**src/pkg/pbc_pkg.sv**
```systemverilog
// Constants and carrier types for the power budgeting capability register bank
// What this block does
// Header bits 15:0 hold a 16-bit capability identifier; 0x4 means power budgeting.
// Header bits 19:16 hold a 4-bit capability version; 0x1 means version 1.
// An 8-bit data-value selector chooses which stored power data value is shown.
// A selector value above 7 makes the data window read all zeros.
// The 32-bit data window is read-only and shows the selected data value.
// Bit 0 of the system allocation register flags budget counted in system budget.
// The EEPROM loader should initialise identifier, version and flag; all reset to zero. The code has no loader; they are written over the bus while unlocked.
// Eight 32-bit data values from 0x300 accept writes only while unlocked.
// A window read reflects the latest selector write without extra delay.
package pbc_pkg;

  localparam int unsigned ADDR_W   = 12;
  localparam int unsigned DATA_W   = 32;
  localparam int unsigned DV_COUNT = 8;
  localparam int unsigned DV_IDX_W = 3;
  localparam int unsigned SEL_W    = 8;

  localparam logic [ADDR_W-1:0] OFS_HEADER  = 12'h280;
  localparam logic [ADDR_W-1:0] OFS_SELECT  = 12'h284;
  localparam logic [ADDR_W-1:0] OFS_WINDOW  = 12'h288;
  localparam logic [ADDR_W-1:0] OFS_SYSALLOC = 12'h28c;
  localparam logic [ADDR_W-1:0] OFS_UNLOCK  = 12'h2a0;
  localparam logic [ADDR_W-1:0] OFS_DV_BASE = 12'h300;

  localparam int unsigned IDENT_LSB   = 0;
  localparam int unsigned IDENT_MSB   = 15;
  localparam int unsigned VERSION_LSB = 16;
  localparam int unsigned VERSION_MSB = 19;
  localparam int unsigned ALLOC_BIT   = 0;
  localparam int unsigned UNLOCK_BIT  = 0;

  localparam logic [DATA_W-1:0] RST_HEADER = 32'h0000_0000;
  localparam logic [SEL_W-1:0]  RST_SELECT = 8'h00;
  localparam logic [DATA_W-1:0] RST_DV     = 32'h0000_0000;
  localparam logic              RST_ALLOC  = 1'b0;
  localparam logic              RST_UNLOCK = 1'b0;

  localparam logic [1:0] HTRANS_NONSEQ = 2'h2;

  typedef logic [DV_COUNT-1:0][DATA_W-1:0] pbc_dv_t;

  typedef struct packed {
    logic [DATA_W-1:0] header;
    logic [SEL_W-1:0]  select;
    logic              sys_alloc;
    logic              unlock;
    pbc_dv_t           dv;
    logic              wr_pend;
    logic              rd_pend;
    logic [ADDR_W-1:0] addr;
    logic [DATA_W-1:0] hrdata;
    logic              hreadyout;
    logic              hresp;
  } pbc_state_s;

endpackage

```
**src/core/pbc_regs.sv**
```systemverilog
// AHB-Lite register bank of the power budgeting capability
//
// Added by the designer: register access over AHB-Lite.
`timescale 1ns/100ps
`default_nettype none
module pbc_regs (
  input  wire logic                         REF_CLK,
  input  wire logic                         SYS_RST,
  input  wire logic                         HSEL,
  input  wire logic [pbc_pkg::ADDR_W-1:0]   HADDR,
  input  wire logic [1:0]                   HTRANS,
  input  wire logic                         HWRITE,
  input  wire logic [2:0]                   HSIZE,
  input  wire logic [pbc_pkg::DATA_W-1:0]   HWDATA,
  input  wire logic                         HREADY,
  output logic      [pbc_pkg::DATA_W-1:0]   HRDATA,
  output logic                              HREADYOUT,
  output logic                              HRESP,
  output logic                              SYS_ALLOCATED
);
  import pbc_pkg::*;

  pbc_state_s st_ff;
  pbc_state_s nxt_st;

  // Data window contents for a given selector; out-of-range reads zero
  function automatic logic [DATA_W-1:0] window_of(input logic [SEL_W-1:0] sel, input pbc_dv_t dv);
    if (sel < SEL_W'(DV_COUNT)) begin
      window_of = dv[sel[DV_IDX_W-1:0]];
    end else begin
      window_of = '0;
    end
  endfunction

  function automatic logic is_dv(input logic [ADDR_W-1:0] a);
    is_dv = (a[ADDR_W-1:DV_IDX_W+2] == OFS_DV_BASE[ADDR_W-1:DV_IDX_W+2]);
  endfunction

  logic        accept;
  logic [31:0] rd_value;

  assign accept = HSEL && HREADY && (HTRANS == HTRANS_NONSEQ);

  always_comb begin
    case (st_ff.addr)
      OFS_HEADER:   rd_value = st_ff.header;
      OFS_SELECT:   rd_value = {{(DATA_W-SEL_W){1'b0}}, st_ff.select};
      OFS_WINDOW:   rd_value = window_of(st_ff.select, st_ff.dv);
      OFS_SYSALLOC: rd_value = {{(DATA_W-1){1'b0}}, st_ff.sys_alloc};
      OFS_UNLOCK:   rd_value = {{(DATA_W-1){1'b0}}, st_ff.unlock};
      default: begin
        if (is_dv(st_ff.addr)) begin
          rd_value = st_ff.dv[st_ff.addr[DV_IDX_W+1:2]];
        end else begin
          rd_value = '0;
        end
      end
    endcase
  end

  always_comb begin
    nxt_st = st_ff;
    // Write data phase completes with no wait; commit the pending write here
    if (st_ff.wr_pend) begin
      nxt_st.wr_pend = 1'b0;
      case (st_ff.addr)
        OFS_HEADER: begin
          // Lockable fields share the unlock with the data values
          if (st_ff.unlock) begin
            nxt_st.header = HWDATA;
          end
        end
        OFS_SELECT:   nxt_st.select = HWDATA[SEL_W-1:0];
        OFS_SYSALLOC: begin
          if (st_ff.unlock) begin
            nxt_st.sys_alloc = HWDATA[ALLOC_BIT];
          end
        end
        OFS_UNLOCK:   nxt_st.unlock = HWDATA[UNLOCK_BIT];
        default: begin
          if (is_dv(st_ff.addr) && st_ff.unlock) begin
            nxt_st.dv[st_ff.addr[DV_IDX_W+1:2]] = HWDATA;
          end
        end
      endcase
    end
    // Reads take one wait state so registered data sees any write just committed
    if (st_ff.rd_pend) begin
      nxt_st.rd_pend   = 1'b0;
      nxt_st.hrdata    = rd_value;
      nxt_st.hreadyout = 1'b1;
    end
    if (accept) begin
      nxt_st.addr = {HADDR[ADDR_W-1:2], 2'b00};
      if (HWRITE) begin
        nxt_st.wr_pend = 1'b1;
      end else begin
        nxt_st.rd_pend   = 1'b1;
        nxt_st.hreadyout = 1'b0;
      end
    end
  end

  always_ff @(posedge REF_CLK or posedge SYS_RST) begin
    if (SYS_RST) begin
      st_ff.header    <= RST_HEADER;
      st_ff.select    <= RST_SELECT;
      st_ff.sys_alloc <= RST_ALLOC;
      st_ff.unlock    <= RST_UNLOCK;
      st_ff.dv        <= {DV_COUNT{RST_DV}};
      st_ff.wr_pend   <= 1'b0;
      st_ff.rd_pend   <= 1'b0;
      st_ff.addr      <= '0;
      st_ff.hrdata    <= '0;
      st_ff.hreadyout <= 1'b1;
      // Every access is answered OKAY, so this flop never leaves its reset value
      st_ff.hresp     <= 1'b0;
    end else begin
      st_ff <= nxt_st;
    end
  end

  assign HRDATA        = st_ff.hrdata;
  assign HREADYOUT     = st_ff.hreadyout;
  assign HRESP         = st_ff.hresp;
  assign SYS_ALLOCATED = st_ff.sys_alloc;
endmodule // pbc_regs
`default_nettype wire

```
**config.mk**
```make
export PLATFORM = sky130hd
export DESIGN_NAME = pbc_regs
export DESIGN_NICKNAME = d
export VERILOG_FILES = /design/src/pkg/pbc_pkg.sv /design/src/core/pbc_regs.sv
export SDC_FILE = /design/constraint.sdc
export NUM_CORES = 1
export LEC_CHECK = 0
export ABC_AREA = 1
export BUFFER_PORTS_ARGS = -buffer_cell sky130_fd_sc_hd__clkbuf_2
export CAP_MARGIN = 0
export CELL_PAD_IN_SITES_DETAIL_PLACEMENT = 2
export CELL_PAD_IN_SITES_GLOBAL_PLACEMENT = 2
export CORE_ASPECT_RATIO = 1.5
export CORE_MARGIN = 2
export CORE_UTILIZATION = 35
export CTS_CLUSTER_SIZE = 30
export DETAILED_ROUTE_END_ITERATION = 8
export GPL_TIMING_DRIVEN = 0
export MAX_ROUTING_LAYER = met4
export PLACE_DENSITY_LB_ADDON = 0.1
export SYNTH_ARGS = -nofsm -noshare
export SYNTH_HDL_FRONTEND = slang
export SYNTH_SLANG_ARGS = --single-unit
```
**constraint.sdc**
```tcl
create_clock -name REF_CLK -period 17.55 [get_ports REF_CLK]
set_input_delay 4.3875 -clock REF_CLK [delete_from_list [all_inputs] [get_ports REF_CLK]]
set_output_delay 4.3875 -clock REF_CLK [all_outputs]
set_load 0.1 [all_outputs]
```
==> results of run 1 <==
==> sequential cells by signal, summed over array words and instances (netlist names) <==
name and flops:
HREADYOUT 1, st_ff 309, SYS_ALLOCATED 1, HRDATA 32
==> layout by cell type (no fill, tap or decap), types with 2 or more instances in the layout <==
cell,instances
nor2_1,155
o21ai_1,93
inv_2,4
nand4_4,3
o21ai_0,421
clkinv_2,11
nor2_2,2
or2_2,7
buf_16,3
clkbuf_1,116
diode_2,2
clkbuf_8,12
clkbuf_16,43
o211ai_1,4
buf_6,3
nand3_1,133
buf_1,11
nand2_2,5
dfrtp_1,342
buf_4,49
nand2_1,1047
nand4_1,9
a21oi_1,28
buf_2,33
nor3_2,2
clkbuf_2,83
inv_1,242
==> where the power goes <==
part | switching [uW] | internal (uW)
logic | 457 | 137
registers | 18.5 | 819
clock network | 369 | 513
total | 844 | 1470
==> metal layers <==
layer | global-route usage | share of wire | vias up
li1 | - | - | 8734
met4 | 0.239 | 0.079 | 0
met1 | 0.374 | 0.37 | 10013
met3 | 0.0422 | 0.039 | 346
met5 | - | 0 | -
met2 | 0.619 | 0.51 | 636
==> cells by family after synthesis <==
group | count (synthesis) | share of synthesized area
buffers and inverters | 454 | 0.104
flip-flops | 343 | 0.458
AND/OR/NAND/NOR | 1368 | 0.291
other | 1 | 0.000200
multiplexers | 1 | 0.000600
AO/OA/AOI/OAI | 546 | 0.146
==> worst max path at each step <==
stage	from	to	slack, ps
after floorplan	SYS_RST	HRDATA[0]	3660
after detailed placement	HREADY	st_ff[38]	11700
final	HRDATA[9]	HRDATA[9]	11600
after global placement	SYS_RST	st_ff[157]	-920
after global routing	HREADYOUT	HREADYOUT	11580
after CTS	HREADYOUT	HREADYOUT	11580
==> final cells by class <==
type                    count  area [um^2]
fillers                  6397        31400
clock inverters            14          101
inverters                 247          935
repair buffers             85          493
diodes                      2         5.00
clock buffers              61         1260
flip-flops and latches    343         8580
multi-input cells        1916         8220
plain buffers             207         1030
well taps                 682          853
==> metrics by stage <==
step | total power [uW] | util | instance area [um^2]
CTS | 2320 | 0.406 | 21500
detailed placement | 1440 | 0.381 | 20100
finish | 2310 | 0.407 | 21500
global route | 2400 | 0.407 | 21500
floorplan | 1250 | - | 18800
global placement | 1420 | 0.379 | 20000
==> worst reg2reg max path, delay by kind of cell, from the launching register on <==
kind,cells,cell delay (ps)
DFF,1,500
buffers and inverters,3,1530
AOI/OAI and AO/OA,1,100
and+or+nand+nor,2,560
==> results.sh, run 1 <==
export IMPL_status="finished, final reports clean"
export IMPL_cp_max_fo=2
export IMPL_hold_viol=0
export IMPL_ys_types=30
export IMPL_synth_sequential_area_ratio=0.458
export IMPL_cts_max_level=2
export IMPL_setup_tns_ps=0
export IMPL_crit_chain="buf_4 -> clkbuf_2"
export IMPL_vias=19729
export IMPL_clk_pin_slew_ps=70
export IMPL_ant_nets=0
export IMPL_report_final_slew_viol_count=0
export IMPL_slowest_delay_ps=440
export IMPL_fin_ws_ps=11600
export IMPL_cts_hold_buffers_added=0
export IMPL_grt_pass1_wl_um=140000
export IMPL_clock_path_buffers=3
export IMPL_yosysTopAreaCell="dfrtp_1"
export IMPL_syn_inst=2713
export IMPL_worstSkewPairLatency_ps=590
export IMPL_rsz0062_at_grt="no"
export IMPL_drc=0
export IMPL_place_detailed_hpwl_um=67900
export IMPL_numPortBuffers=82
export IMPL_ff2ff_setup_slack_ps=14670
export IMPL_period_minus_slack_ps=5950
export IMPL_wl_um=93700
export IMPL_crit_arrival_ps=1560
export IMPL_maxSlewHeadroom=0.155
export IMPL_dieHeight_um=288
export IMPL_cts_resized_gates=0
export IMPL_synth_area_mm2=0.0188
export IMPL_vdd_drop_max_mv=0.0806
export IMPL_cp_top_family="buffers and inverters"
export IMPL_synth_async_reset_ratio=1.00
export IMPL_nets=2895
export IMPL_wire_per_inst_um=26.4
export IMPL_p_per_area_mw_per_mm2=108
export IMPL_grt_total_usage=0.355
export IMPL_cpMaxStageDelayCell="clkbuf_2"
export IMPL_core_area_mm2=0.0528
export IMPL_grt_overflow_total=0
export IMPL_path_buf_inv=2
export IMPL_fmax_mhz=168
export IMPL_antenna_found_initial=4
export IMPL_grt_pass1_vias=22284
export IMPL_io_pins=89
export IMPL_synth_top_cells_by_count="1,047 x nand2_1, 421 x o21ai_0, 342 x dfrtp_1"
export IMPL_numCtsBuffers=41
export IMPL_grt_max_degree=108
export IMPL_synthTopCellsByArea="dfrtp_1 46%, nand2_1 21%, o21ai_0 11%"
export IMPL_hp_class="reg2reg"
export IMPL_final_cell_count_no_fill=3557
export IMPL_synth_edf_count=0
export IMPL_placed_cells=3480
export IMPL_postSynthAreaPerCell_um2=6.91
export IMPL_cts_tree="built"
export IMPL_leakagePower_uw=0.0123
export IMPL_drtIter0Drc=1107
export IMPL_worstPathRequired_ps=13160
export IMPL_crit_cells=2
export IMPL_r2r_start="st_ff[36]"
export IMPL_rows=103
export IMPL_r2r_end="st_ff[254]"
export IMPL_gp_congestion=0.910
export IMPL_whs_ps=491
export IMPL_dr_pass1_iters=5
export IMPL_path_class="reg2out"
export IMPL_endpoint_kind="output port"
export IMPL_synth_most_common_cell="nand2_1"
export IMPL_die_w_um=193
export IMPL_start_util=0.355
export IMPL_drive_gt1_frac=0.0936
export IMPL_setup_violations=0
export IMPL_dp_slack_ps=11700
export IMPL_cap_violations=0
export IMPL_cts_setup_buffers=0
export IMPL_critPathLaunchType="flip-flop"
export IMPL_clock_skew_ps=34.5
export IMPL_whs_endpoint="st_ff[44]"
export IMPL_root_buffer="clkbuf_16"
export IMPL_hp_start="st_ff[44]"
export IMPL_synth_top_cell_area_share=0.456
export IMPL_via_per_inst=5.55
export IMPL_dieArea_mm2=0.0555
export IMPL_hold_depth=2
export IMPL_ys_warnings_count=0
export IMPL_worst_pin_slew_ps=1270
export IMPL_synth_fp_nets=2767
export IMPL_fin_crit_sh=0.339
export IMPL_ys_ff_latch=343
export IMPL_synth_flop_cell="dfrtp_1"
export IMPL_area_growth_pct=14.5
export IMPL_clkSinkCount=343
export IMPL_reg2regPathDepth=6
Power figures use the tool's default switching activity.
==> run 2, diff against run 1 <==
clock period = 5.8 ns   (was 17.55 ns; I/O delays follow)
==> run 2 against run 1 <==
Compared with the run above:
- global-route usage decreased by 0.27 points
- non-clock buffer count up 6
- critical path type unchanged
- sequential share of layout area barely moved
- largest power group unchanged
- wire length down 0.60%
- clock power grew to 2.9 times the previous value
- utilization is essentially flat
==> results.sh, run 2 (synthesized netlist as in run 1, its figures left out) <==
export IMPL_status="finished, final reports clean"
export IMPL_hold_depth=2
export IMPL_endpoint_kind="output port"
export IMPL_start_util=0.355
export IMPL_numCtsBuffers=40
export IMPL_power_uw=6890
export IMPL_wire_per_inst_um=26.2
export IMPL_area_growth_pct=14.5
export IMPL_clkSinkCount=343
export IMPL_worst_pin_slew_ps=1250
export IMPL_cts_max_level=2
export IMPL_nets=2900
export IMPL_fmax_mhz=330
export IMPL_gp_congestion=0.920
export IMPL_cts_setup_buffers=0
export IMPL_place_detailed_hpwl_um=68200
export IMPL_p_per_area_mw_per_mm2=321
export IMPL_cap_violations=0
export IMPL_p_sw_uw=2540
export IMPL_worstSkewPairLatency_ps=590
export IMPL_fin_ws_ps=2770
export IMPL_clock_skew_ps=27.9
export IMPL_grt_pass1_wl_um=138000
export IMPL_drtIter0Drc=1041
export IMPL_worstPathRequired_ps=4350
export IMPL_largest_reg_flops=309
export IMPL_io_pins=89
export IMPL_layout_commonest_cell="nand2_1"
export IMPL_maxSlewHeadroom=0.165
export IMPL_cts_resized_gates=0
export IMPL_dr_pass1_iters=5
export IMPL_critPathLaunchType="flip-flop"
export IMPL_final_cell_mix="1,047 x nand2_1, 421 x o21ai_0, 342 x dfrtp_1, 242 x inv_1, 155 x nor2_1"
export IMPL_rows=103
export IMPL_cts_tree="built"
export IMPL_report_final_slew_viol_count=0
export IMPL_final_area_mm2=0.0215
export IMPL_wl_um=93200
export IMPL_fin_crit_sh=0.523
export IMPL_core_area_mm2=0.0528
export IMPL_path_class="reg2out"
export IMPL_reg2regPathDepth=11
export IMPL_dp_slack_ps=2900
export IMPL_hp_class="reg2reg"
export IMPL_clock_path_buffers=3
export IMPL_grt_overflow_total=0
export IMPL_rsz0062_at_grt="no"
export IMPL_via_per_inst=5.56
export IMPL_cts_hold_buffers_added=0
export IMPL_vias=19794
export IMPL_cp_max_fo=2
export IMPL_p_seq_frac=0.368
export IMPL_final_cell_count_no_fill=3559
export IMPL_vdd_drop_max_mv=0.241
export IMPL_ant_nets=0
export IMPL_p_clk_frac=0.371
export IMPL_final_core_util=0.406
export IMPL_hold_viol=0
export IMPL_numPortBuffers=82
export IMPL_grt_total_usage=0.352
export IMPL_crit_arrival_ps=1580
export IMPL_drc=0
export IMPL_placed_cells=3486
export IMPL_drive_gt1_frac=0.0921
export IMPL_antenna_found_initial=1
export IMPL_p_sw_frac=0.369
export IMPL_root_buffer="clkbuf_16"
export IMPL_power_frac_comb=0.261
export IMPL_clk_pin_slew_ps=60
export IMPL_leakagePower_uw=0.0123
export IMPL_setup_violations=0
export IMPL_top_register="st_ff"
export IMPL_die_w_um=193
export IMPL_dieHeight_um=288
export IMPL_dieArea_mm2=0.0555
export IMPL_grt_pass1_vias=22185
export IMPL_placed_cell_area_mm2=0.0202
export IMPL_period_minus_slack_ps=3030
export IMPL_p_int_uw=4350
export IMPL_grt_max_degree=44
==> run 2: cell count changes in the layout (fill, tap and decap cells not counted) <==
cell	change
inv_6	+1
clkbuf_16	-2
clkbuf_1	+7
clkinv_2	-4
buf_12	+9
buf_16	-3
diode_2	-1
clkbuf_8	-4
inv_8	-1
==> run 2: layout make-up <==
cell class,count,area (um^2)
antenna,1,2.50
buffer,207,1030
clock buffer,62,1180
clock inverter,10,82.6
fill,6443,31400
inverter,247,931
multi-input combinational,1916,8220
sequential,343,8580
tap,682,853
timing repair buffer,91,591
==> run 2: final timing paths <==
kind	from	to	slack (ps)
hold / removal	st_ff[45]	st_ff[45]	480
setup / recovery	HRDATA[9]	HRDATA[9]	2770
max in group asynchronous	SYS_RST	st_ff[157]	4000
min in group asynchronous	SYS_RST	st_ff[74]	930
hold reg to reg	st_ff[45]	st_ff[45]	480
setup reg to reg	st_ff[307]	HRDATA[1]	2910
==> run 2: power by group through the flow <==
stage / Clock, uW / Combinational (uW) / Sequential (uW)
2_1_floorplan: 0 / 1200 / 2570
3_3_place_gp: 0 / 1720 / 2570
6_report: 2550 / 1800 / 2540
5_1_grt: 2680 / 1920 / 2540
4_1_cts: 2590 / 1790 / 2540
3_5_place_dp: 0 / 1780 / 2580
==> run 2: worst max-delay path, stage by stage, from the launching register on <==
cell      delay [ps]
dfrtp_1          410
buf_4            140
clkbuf_2         440
==> run 2: routing by layer <==
metal  wire (um)  track usage
met1       33900        0.367
met2       47700        0.616
met3        3950       0.0433
met4        7550        0.240
met5           0            -
==> run 2: through the flow <==
stage	hold WS, ps	setup TNS (ps)
floorplan	443	-81290
global placement	459	-905190
detailed placement	471	0
CTS	488	0
global route	520	0
finish	482	0
